## config.mk

```make
export PLATFORM = sky130hd
export DESIGN_NAME = chan_write_end
export DESIGN_NICKNAME = d
export VERILOG_FILES = /design/src/inc/chan_pkg.sv /design/src/chan_write_end.sv /design/src/sync2.sv
export SDC_FILE = /design/constraint.sdc
export NUM_CORES = 1
export LEC_CHECK = 0
export ABC_CLOCK_PERIOD_IN_PS = 6100
export BUFFER_PORTS_ARGS = -buffer_cell sky130_fd_sc_hd__buf_2
export CORE_ASPECT_RATIO = 1.75
export CORE_MARGIN = 4
export CORE_UTILIZATION = 52
export DETAILED_ROUTE_END_ITERATION = 8
export PLACE_DENSITY_LB_ADDON = 0.12
export SLEW_MARGIN = 10
export SYNTH_ARGS = -nofsm -noshare
export SYNTH_HDL_FRONTEND = slang
export SYNTH_HIERARCHICAL = 1
export SYNTH_SLANG_ARGS = --single-unit
```

## constraint.sdc

```tcl
create_clock -name pclk -period 6.1 [get_ports pclk]
set_clock_uncertainty 0.05 [all_clocks]
set_input_delay 1.22 -clock pclk [delete_from_list [all_inputs] [get_ports pclk]]
set_output_delay 1.22 -clock pclk [all_outputs]
set_load 0.03 [all_outputs]
```

## src/inc/chan_pkg.sv

```systemverilog
// Constants, offsets and types shared by the write/end order sequencer
package chan_pkg;
  localparam int DW          = 16;
  localparam int CNT_LSB     = 4;
  localparam int CNT_MSB     = 15;
  localparam int CNT_W       = CNT_MSB - CNT_LSB + 1;
  localparam int CHAIN_BIT   = 0;
  localparam int INT_BIT     = 4;
  localparam int TMC_W       = 3;
  localparam int DEVICE_NUMBER_W     = 8;
  localparam int DRT_SHIFT   = 2;
  localparam int AW          = 8;
  localparam int SYNC_W      = 3 + DW;
  // Register byte offsets
  localparam logic [AW-1:0] OFF_CMD     = 8'h00;
  localparam logic [AW-1:0] OFF_CW      = 8'h04;
  localparam logic [AW-1:0] OFF_AW      = 8'h08;
  localparam logic [AW-1:0] OFF_NCW     = 8'h0c;
  localparam logic [AW-1:0] OFF_NAW     = 8'h10;
  localparam logic [AW-1:0] OFF_DEVICE_NUMBER   = 8'h14;
  localparam logic [AW-1:0] OFF_PC      = 8'h18;
  localparam logic [AW-1:0] OFF_STATUS  = 8'h1c;
  localparam logic [AW-1:0] OFF_DSTAT   = 8'h20;
  // Command bits
  localparam int CMD_WRITE   = 0;
  localparam int CMD_END     = 1;
  localparam int CMD_OFCLR   = 2;
  // Reset values
  localparam logic [DW-1:0] RST_WORD    = 16'h0000;
  localparam logic [DEVICE_NUMBER_W-1:0] RST_DEVICE_NUMBER = 8'h00;
  typedef enum logic [4:0] {
    ST_IDLE, ST_WR_START, ST_WR_ACKLO, ST_XFER, ST_STB, ST_DROP,
    ST_INC, ST_REL, ST_EOT, ST_WAIT_SR, ST_END_STAT, ST_END_SREL,
    ST_END_INT, ST_END_IREL, ST_END_W1, ST_END_W2
  } state_t;
  typedef enum logic [2:0] {
    M_IDLE, M_RD_REQ, M_RD_DATA, M_WR_REQ, M_WR_DATA, M_WR_DONE
  } mstate_t;
endpackage

```

## src/chan_write_end.sv

```systemverilog
// Write and end order sequencer of a high-speed I/O channel
`timescale 1ns/1ps
module chan_write_end
  import chan_pkg::*;
(
  input  wire logic                 pclk,
  input  wire logic                 presetn,
  input  wire logic                 psel,
  input  wire logic                 penable,
  input  wire logic                 pwrite,
  input  wire logic [chan_pkg::AW-1:0] paddr,
  input  wire logic [31:0]          pwdata,
  output logic      [31:0]          prdata,
  output logic                      pready,
  output logic                      pslverr,
  input  wire logic                 channel_service_request,
  input  wire logic                 channel_acknowledge,
  input  wire logic                 device_end,
  input  wire logic [chan_pkg::DW-1:0] chan_data_in,
  output logic                      channel_service_out,
  output logic                      programmed_write_strobe,
  output logic                      programmed_status_strobe,
  output logic                      programmed_set_interrupt,
  output logic                      end_of_transfer,
  output logic      [chan_pkg::DW-1:0] chan_data_out,
  output logic                      read_restore_request,
  output logic                      clear_write_request,
  output logic      [chan_pkg::TMC_W-1:0] target_module_code,
  output logic      [chan_pkg::DW-1:0] port_bus_out,
  input  wire logic                 low_select_grant,
  input  wire logic                 high_select_grant,
  input  wire logic                 memory_data_strobe,
  input  wire logic [chan_pkg::DW-1:0] port_bus_in
);
  import chan_pkg::*;

  // ******************************************************
  // Input synchronisation and APB slave
  // ******************************************************
  logic [SYNC_W-1:0] sync_q;
  logic              sr_s, ack_s, dend_s;
  logic [DW-1:0]     din_s;

  sync2 #(.W(SYNC_W)) u_sync (
    .pclk    (pclk),
    .presetn (presetn),
    .d       ({channel_service_request, channel_acknowledge,
               device_end, chan_data_in}),
    .q       (sync_q)
  );
  assign {sr_s, ack_s, dend_s, din_s} = sync_q;

  logic [31:0] prdata_nxt, rd_mux;
  logic        pready_nxt, pslverr_nxt, hit, wr_en;
  state_t      st_r, st_nxt;
  mstate_t     ms_r, ms_nxt;
  logic [DW-1:0] cw_r, cw_nxt, aw_r, aw_nxt, ncw_r, ncw_nxt;
  logic [DW-1:0] naw_r, naw_nxt, pc_r, pc_nxt, stat_r, stat_nxt;
  logic [DEVICE_NUMBER_W-1:0] device_number_r, device_number_nxt;
  logic          nval_r, nval_nxt, oxf_r, oxf_nxt, ofetch_r, ofetch_nxt;
  logic          roll_r, roll_nxt, fdone_r, fdone_nxt;
  logic [CNT_W-1:0] fc_r, fc_nxt;
  logic [DW-1:0] buf_r [2];
  logic [DW-1:0] buf_nxt [2];
  logic          wp_r, wp_nxt, rp_r, rp_nxt;
  logic [1:0]    bcnt_r, bcnt_nxt;

  always_comb begin
    hit = 1'b1;
    rd_mux = '0;
    case (paddr)
      OFF_CMD, OFF_STATUS: rd_mux = {24'h0, fdone_r, roll_r, bcnt_r,
                                     ofetch_r, nval_r, oxf_r,
                                     st_r != ST_IDLE};
      OFF_CW:    rd_mux = {16'h0, cw_r};
      OFF_AW:    rd_mux = {16'h0, aw_r};
      OFF_NCW:   rd_mux = {16'h0, ncw_r};
      OFF_NAW:   rd_mux = {16'h0, naw_r};
      OFF_DEVICE_NUMBER: rd_mux = {24'h0, device_number_r};
      OFF_PC:    rd_mux = {16'h0, pc_r};
      OFF_DSTAT: rd_mux = {16'h0, stat_r};
      default:   hit = 1'b0;
    endcase
    // No wait state: answer is prepared in the setup cycle
    pready_nxt  = psel & ~penable;
    prdata_nxt  = (psel & ~penable & ~pwrite) ? rd_mux : 32'h0;
    pslverr_nxt = psel & ~penable & ~hit;
  end

  always_ff @(posedge pclk or negedge presetn) begin
    if (!presetn) begin
      pready  <= 1'b0;
      prdata  <= 32'h0;
      pslverr <= 1'b0;
    end else begin
      pready  <= pready_nxt;
      prdata  <= prdata_nxt;
      pslverr <= pslverr_nxt;
    end
  end

  assign wr_en = psel & penable & pready & pwrite & hit;

  // ******************************************************
  // Order sequencer and memory port
  // ******************************************************
  function automatic logic [TMC_W-1:0] tmc_f(input logic [DW-1:0] a);
    return a[DW-1 -: TMC_W];
  endfunction

  logic [DW-1:0] waddr, wdata;
  logic [CNT_W:0] wc_inc, fc_inc;
  logic so_n, wstb_n, sstb_n, sint_n, eot_n, rr_n, cwr_n;
  logic [TMC_W-1:0] tmc_n;
  logic [DW-1:0] cdo_n, pbo_n;
  logic push, pop, idle_cmd;

  always_comb begin
    st_nxt = st_r;
    ms_nxt = ms_r;
    cw_nxt = cw_r;
    aw_nxt = aw_r;
    ncw_nxt = ncw_r;
    naw_nxt = naw_r;
    pc_nxt = pc_r;
    stat_nxt = stat_r;
    device_number_nxt = device_number_r;
    nval_nxt = nval_r;
    oxf_nxt = oxf_r;
    ofetch_nxt = ofetch_r;
    roll_nxt = roll_r;
    fdone_nxt = fdone_r;
    fc_nxt = fc_r;
    buf_nxt = buf_r;
    wp_nxt = wp_r;
    rp_nxt = rp_r;
    cdo_n = chan_data_out;
    pbo_n = port_bus_out;
    tmc_n = target_module_code;
    push = 1'b0;
    pop = 1'b0;
    idle_cmd = (st_r == ST_IDLE) && wr_en && (paddr == OFF_CMD);
    waddr = (st_r == ST_END_W1) ? pc_r - 16'h0001
          : DW'({device_number_r, {DRT_SHIFT{1'b0}}});
    wdata = (st_r == ST_END_W1) ? stat_r : pc_r;
    wc_inc = {1'b0, cw_r[CNT_MSB:CNT_LSB]} + 13'h0001;
    fc_inc = {1'b0, fc_r} + 13'h0001;
    // Control word, address word, device number and PC writes land only while the channel is idle
    if (wr_en && st_r == ST_IDLE) begin
      case (paddr)
        OFF_CW:    cw_nxt = pwdata[DW-1:0];
        OFF_AW:    aw_nxt = pwdata[DW-1:0];
        OFF_DEVICE_NUMBER: device_number_nxt = pwdata[DEVICE_NUMBER_W-1:0];
        OFF_PC:    pc_nxt = pwdata[DW-1:0];
        default: ;
      endcase
    end
    // Holding pair may be refilled during a block
    if (wr_en && paddr == OFF_NCW) ncw_nxt = pwdata[DW-1:0];
    if (wr_en && paddr == OFF_NAW) begin
      naw_nxt = pwdata[DW-1:0];
      nval_nxt = 1'b1;
    end
    if (wr_en && paddr == OFF_CMD && pwdata[CMD_OFCLR])
      ofetch_nxt = 1'b0;
    case (st_r)
      ST_IDLE: begin
        if (idle_cmd && pwdata[CMD_WRITE]) begin
          st_nxt = ST_WR_START;
          fc_nxt = cw_r[CNT_MSB:CNT_LSB];
          roll_nxt = 1'b0;
          fdone_nxt = 1'b0;
        end else if (idle_cmd && pwdata[CMD_END]) begin
          st_nxt = ST_END_STAT;
        end
      end
      ST_WR_START: if (ack_s) st_nxt = ST_WR_ACKLO;
      ST_WR_ACKLO: begin
        oxf_nxt = 1'b1;
        if (!ack_s) st_nxt = ST_XFER;
      end
      ST_XFER: begin
        if ((dend_s || roll_r) && ms_r == M_IDLE)
          st_nxt = ST_EOT;
        else if (sr_s && !ack_s && bcnt_r != 2'd0 && !roll_r) begin
          st_nxt = ST_STB;
          cdo_n = buf_r[rp_r];
        end
      end
      ST_STB: if (ack_s) begin
        st_nxt = ST_DROP;
        pop = 1'b1;
      end
      ST_DROP: begin
        st_nxt = ST_INC;
        cw_nxt[CNT_MSB:CNT_LSB] = wc_inc[CNT_W-1:0];
        if (wc_inc[CNT_W]) roll_nxt = 1'b1;
      end
      ST_INC: st_nxt = ST_REL;
      ST_REL: if (!ack_s) st_nxt = ST_XFER;
      ST_EOT: begin
        roll_nxt = 1'b0;
        wp_nxt = 1'b0;
        rp_nxt = 1'b0;
        if (cw_r[CHAIN_BIT] && nval_r) begin
          // Chained pair replaces the active pair with no fetch cycle
          cw_nxt = ncw_r;
          aw_nxt = naw_r;
          fc_nxt = ncw_r[CNT_MSB:CNT_LSB];
          fdone_nxt = 1'b0;
          // A holding address word write in this very cycle keeps the flag set
          nval_nxt = wr_en && paddr == OFF_NAW;
          st_nxt = ST_XFER;
        end else begin
          oxf_nxt = 1'b0;
          st_nxt = ST_WAIT_SR;
        end
      end
      ST_WAIT_SR: if (sr_s) begin
        st_nxt = ST_IDLE;
        ofetch_nxt = 1'b1;
      end
      ST_END_STAT: if (ack_s) begin
        stat_nxt = din_s;
        st_nxt = ST_END_SREL;
      end
      ST_END_SREL: begin
        // Keep latching while acknowledge stays high: status bits and acknowledge pass
        // separate flip-flops, so the first sample may be skewed
        if (ack_s) stat_nxt = din_s;
        else st_nxt = cw_r[INT_BIT] ? ST_END_INT : ST_END_W1;
      end
      ST_END_INT: if (ack_s) st_nxt = ST_END_IREL;
      ST_END_IREL: if (!ack_s) st_nxt = ST_END_W1;
      ST_END_W1: if (ms_r == M_WR_DONE) st_nxt = ST_END_W2;
      ST_END_W2: if (ms_r == M_WR_DONE) st_nxt = ST_IDLE;
      default: st_nxt = ST_IDLE;
    endcase
    case (ms_r)
      M_IDLE: begin
        if (oxf_r && st_r != ST_EOT && !fdone_r && !dend_s
            && bcnt_r != 2'd2) begin
          ms_nxt = M_RD_REQ;
          tmc_n = tmc_f(aw_r);
        end else if (st_r == ST_END_W1 || st_r == ST_END_W2) begin
          ms_nxt = M_WR_REQ;
          tmc_n = tmc_f(waddr);
        end
      end
      M_RD_REQ: if (low_select_grant) begin
        pbo_n = aw_r;
        aw_nxt = aw_r + 16'h0001;
        fc_nxt = fc_inc[CNT_W-1:0];
        if (fc_inc[CNT_W]) fdone_nxt = 1'b1;
        ms_nxt = M_RD_DATA;
      end
      M_RD_DATA: if (memory_data_strobe) begin
        push = 1'b1;
        ms_nxt = M_IDLE;
      end
      M_WR_REQ: if (low_select_grant) begin
        pbo_n = waddr;
        ms_nxt = M_WR_DATA;
      end
      M_WR_DATA: if (high_select_grant) begin
        pbo_n = wdata;
        ms_nxt = M_WR_DONE;
      end
      M_WR_DONE: ms_nxt = M_IDLE;
      default: ms_nxt = M_IDLE;
    endcase
    if (push) begin
      buf_nxt[wp_r] = port_bus_in;
      wp_nxt = ~wp_r;
    end
    if (pop) rp_nxt = ~rp_r;
    bcnt_nxt = (st_r == ST_EOT) ? 2'd0
             : bcnt_r + {1'b0, push} - {1'b0, pop};
    so_n = st_nxt inside {ST_WR_START, ST_STB, ST_DROP, ST_INC,
                          ST_END_STAT, ST_END_INT};
    wstb_n = st_nxt == ST_STB;
    sstb_n = st_nxt == ST_END_STAT;
    sint_n = st_nxt == ST_END_INT;
    eot_n = st_nxt == ST_EOT;
    rr_n = ms_nxt == M_RD_REQ;
    cwr_n = ms_nxt == M_WR_REQ;
  end

  always_ff @(posedge pclk or negedge presetn) begin
    if (!presetn) begin
      st_r <= ST_IDLE;
      ms_r <= M_IDLE;
      cw_r <= RST_WORD;
      aw_r <= RST_WORD;
      ncw_r <= RST_WORD;
      naw_r <= RST_WORD;
      pc_r <= RST_WORD;
      stat_r <= RST_WORD;
      device_number_r <= RST_DEVICE_NUMBER;
      {nval_r, oxf_r, ofetch_r, roll_r, fdone_r} <= 5'h00;
      fc_r <= '0;
      buf_r <= '{RST_WORD, RST_WORD};
      {wp_r, rp_r} <= 2'h0;
      bcnt_r <= 2'h0;
      {channel_service_out, programmed_write_strobe} <= 2'h0;
      {programmed_status_strobe, programmed_set_interrupt} <= 2'h0;
      {end_of_transfer, read_restore_request} <= 2'h0;
      clear_write_request <= 1'b0;
      target_module_code <= '0;
      chan_data_out <= RST_WORD;
      port_bus_out <= RST_WORD;
    end else begin
      st_r <= st_nxt;
      ms_r <= ms_nxt;
      cw_r <= cw_nxt;
      aw_r <= aw_nxt;
      ncw_r <= ncw_nxt;
      naw_r <= naw_nxt;
      pc_r <= pc_nxt;
      stat_r <= stat_nxt;
      device_number_r <= device_number_nxt;
      {nval_r, oxf_r, ofetch_r, roll_r, fdone_r} <=
        {nval_nxt, oxf_nxt, ofetch_nxt, roll_nxt, fdone_nxt};
      fc_r <= fc_nxt;
      buf_r <= buf_nxt;
      {wp_r, rp_r} <= {wp_nxt, rp_nxt};
      bcnt_r <= bcnt_nxt;
      {channel_service_out, programmed_write_strobe} <= {so_n, wstb_n};
      {programmed_status_strobe, programmed_set_interrupt} <=
        {sstb_n, sint_n};
      {end_of_transfer, read_restore_request} <= {eot_n, rr_n};
      clear_write_request <= cwr_n;
      target_module_code <= tmc_n;
      chan_data_out <= cdo_n;
      port_bus_out <= pbo_n;
    end
  end
endmodule // chan_write_end

```

## src/sync2.sv

```systemverilog
// Two flip-flop synchroniser for a group of level inputs
`timescale 1ns/1ps
module sync2 #(
  parameter int W = 1
) (
  input  wire logic         pclk,
  input  wire logic         presetn,
  input  wire logic [W-1:0] d,
  output logic      [W-1:0] q
);
  logic [W-1:0] meta_r;

  always_ff @(posedge pclk or negedge presetn) begin
    if (!presetn) begin
      meta_r <= '0;
      q      <= '0;
    end else begin
      meta_r <= d;
      q      <= meta_r;
    end
  end
endmodule // sync2
```

==> results.py <==
metrics = {
    "finish": {
        "multi_input_comb_area_mm2": 0.00604,
        "seq_area_mm2": 0.00658,
        "drive_above_1_share": 0.233,
        "fillers": 2174,
        "synthToLayoutAreaGrowth_pct": 12.8,
        "final_common_cell": "dfrtp_1",
        "mostFrequentLayoutCells": "263 x dfrtp_1, 129 x nand2_1, 125 x buf_2",
        "fin_cells": 1645,
        "final_nets": 1402,
        "stdcell_area_mm2": 0.0148,
    },
    "yosys": {
        "synth-edff-count": 0,
        "netlist.area_leader.share": 0.503,
        "ys_types": 77,
        "synth_area_leaders": "dfrtp_1 50%, mux2_2 9.6%, mux2i_1 5.8%, nand2_1 3.7%, o21ai_0 2.2%",
        "synth_top_area_cell": "dfrtp_1",
        "ys.flop_type": "dfrtp_1",
        "syn-cell-area_mm2": 0.0131,
        "ys_seq_area_frac": 0.503,
        "synth_seq_cells": 263,
        "ys_warn_count": 6,
        "syn_area_per_cell_um2": 10.7,
        "synthArstFlopShare": 1.00,
        "syn-instance-count": 1226,
    },
    "setup_path": {
        "critPathCaptureType": "register",
        "crit_slowest_cell": "nor3_4",
        "crit_path_cell_trace": "buf_2 -> buf_4 -> or3_1 -> a21oi_2 -> nand2_1 -> nor3_4 -> mux2_2",
        "cp_max_fo": 32,
        "crit_path_start_kind": "input port",
        "ff2ff_setup_slack_ns": 2.82,
        "cp_num_buf_inv": 2,
        "cp.required_ns": 6.47,
        "critPathTopFamily": "simple AND/OR/NAND/NOR gates",
        "slowest_delay_ns": 0.82,
        "critPathKind": "input port to register",
        "cp.arrival_ns": 4.06,
    },
    "timing": {
        "rsz0062_at_grt": "no",
        "fin_crit_sh": 0.606,
        "tightest_slew_ns": 1.19,
        "fin_ws_ns": 2.40,
        "slew_viol_final": 0,
        "finalCriticalPeriod_ns": 3.70,
        "fin_setup_tns_ns": 0,
        "hold_viol": 0,
        "relSlewSlack": 0.206,
        "finalSetupViolations": 0,
        "max_freq_ghz": 0.270,
    },
    "floorplanning": {
        "die_y_um": 218,
        "die_w_um": 128,
        "io_pins": 159,
        "die-area_mm2": 0.0279,
        "start_util": 0.529,
        "num_rows": 76,
        "core_area_mm2": 0.0247,
    },
    "place": {
        "dpl_worst_slack_ns": 1.85,
        "gp_congestion": 0.879,
        "hpwl_mm": 24.7,
        "dp_cells": 1597,
        "port_buffers": 126,
        "placed_area_mm2": 0.0138,
    },
    "drt": {
        "drt-pass1-iter-count": 6,
        "wire_per_inst_um": 21.0,
        "drt_iter0_drc": 633,
        "wl_mm": 34.5,
        "drc": 0,
        "antenna_left": 0,
        "vias": 9831,
        "avgViaCountPerCell": 5.98,
    },
    "cts": {
        "hold_buffers": 0,
        "cts_tree": "done",
        "clk_latency_ns": 0.54,
        "cts_made_buffers": 26,
        "clkTransAtPathRegs_ns": 0.06,
        "cts_root_buffer": "clkbuf_16",
        "cts_resized": 0,
        "cts.sinks": 263,
        "cts_setup_buffers": 0,
        "ctsLongestPathBuffers": 3,
        "cts_max_level": 1,
    },
    "job": {
        "max_cap_violations": 0,
    },
    "power": {
        "p_seq_frac": 0.490,
        "leakage_uw": 0.00702,
        "powerDensity_mw_per_mm2": 247,
        "p_comb_frac": 0.046,
        "power_switching_share": 0.220,
        "p_sw_uw": 802,
        "pwr-share-clk": 0.464,
        "internal-power_uw": 2840,
        "peakVddDrop_mv": 0.262,
    },
    "hold_path": {
        "min_path_type": "register to register",
    },
    "grt": {
        "grt_pass1_wl_mm": 54.8,
        "gr-total-overflow": 0,
        "grt_pass1_vias": 10200,
        "grt.total_usage": 0.248,
        "grt_max_degree": 135,
        "antenna_found_initial": 5,
    },
    "status": {
        "outcome": "completed",
    },
}
-- sequential cells by signal, indices dropped and copies added, names as in the netlist, 3 cells and up --
register            cells
cw_r                   16
pc_r                   16
fc_r                   12
u_sync/q               19
ncw_r                  16
device_number_r         8
stat_r                 16
ms_r                    3
buf_r                  32
naw_r                  16
u_sync/meta_r          19
prdata                 16
chan_data_out          16
target_module_code      3
port_bus_out           16
st_r                    5
aw_r                   16
-- cells in the mapped netlist (all sizes together), types with 21 or more instances --
cell type,n
o21ai,59
mux2i,76
a21oi,54
nor3,22
mux2,111
buf,43
clkbuf,55
o211ai,21
xnor2,22
nand2,129
dfrtp,263
nor2,74
a22oi,21
nand3,42
-- worst reg2reg max path, cell delays in order, from the launching register on --
cell     delay, ns
dfrtp_1       0.66
nor2b_1       0.58
nand3_1       0.29
and3_1        0.41
o21ai_1       0.81
a21oi_1       0.17
and2_1        0.21
-- cells by family after synthesis --
group / after synthesis / synth area share
compound gates: 264 / 0.137
mux: 187 / 0.154
fa+ha+maj: 6 / 0.00574
other cells: 1 / 0.000287
buf+inv: 114 / 0.0411
simple gates: 353 / 0.134
xor+xnor: 38 / 0.0254
flops: 263 / 0.503
-- through the flow --
step / hold slack, ns / power [µW] / utilization
2_1_floorplan: 0.281 / 1900 / -
3_3_place_gp: 0.285 / 1980 / 0.560
3_5_place_dp: 0.285 / 1980 / 0.560
4_1_cts: 0.298 / 3680 / 0.596
5_1_grt: 0.300 / 3760 / 0.597
6_report: 0.296 / 3640 / 0.597
-- power by group through the flow --
stage | logic (µW) | clock network [µW] | registers [µW]
6_report | 166 | 1690 | 1780
5_1_grt | 184 | 1790 | 1790
4_1_cts | 169 | 1730 | 1780
3_5_place_dp | 168 | 0 | 1820
3_3_place_gp | 165 | 0 | 1820
2_1_floorplan | 78.4 | 0 | 1820
-- routing by layer --
metal / vias to the layer above / global-route usage / share of wire / wire, µm
met3: 85 / 0.0370 / 0.051 / 1760
met4: 2 / 0.111 / 0.039 / 1360
met2: 298 / 0.446 / 0.53 / 18200
met5: - / 0 / 0.00020 / 7
met1: 4870 / 0.288 / 0.38 / 13200
li1: 4576 / - / - / -
-- path summary, 6_finish.rpt --
| check | start | end | cells after the start |
|---|---|---|---|
| worst max-delay path | paddr[3] | pc_r[13]$_DFFE_PN0P_ | 7 |
| max in group asynchronous | presetn | st_r[4]$_DFF_PN0_ | 2 |
| worst max register to register | st_r[3]$_DFF_PN0_ | clear_write_request$_DFF_PN0_ | 6 |
| worst min-delay path | u_sync/meta_r[0]$_DFF_PN0_ | u_sync/q[0]$_DFF_PN0_ | 0 |
| worst min register to register | u_sync/meta_r[0]$_DFF_PN0_ | u_sync/q[0]$_DFF_PN0_ | 0 |
| min in group asynchronous | presetn | u_sync/q[13]$_DFF_PN0_ | 1 |
-- cell type report --
| class | count | area share |
|---|---|---|
| Timing Repair Buffer | 141 | 0.0519 |
| Clock inverter | 6 | 0.00789 |
| Multi-Input combinational cell | 865 | 0.410 |
| Sequential cell | 263 | 0.446 |
| Antenna cell | 4 | 0.000678 |
| Inverter | 16 | 0.00407 |
| Tap cell | 312 | 0.0265 |
| Clock buffer | 38 | 0.0533 |
Power figures use the tool's default switching activity.
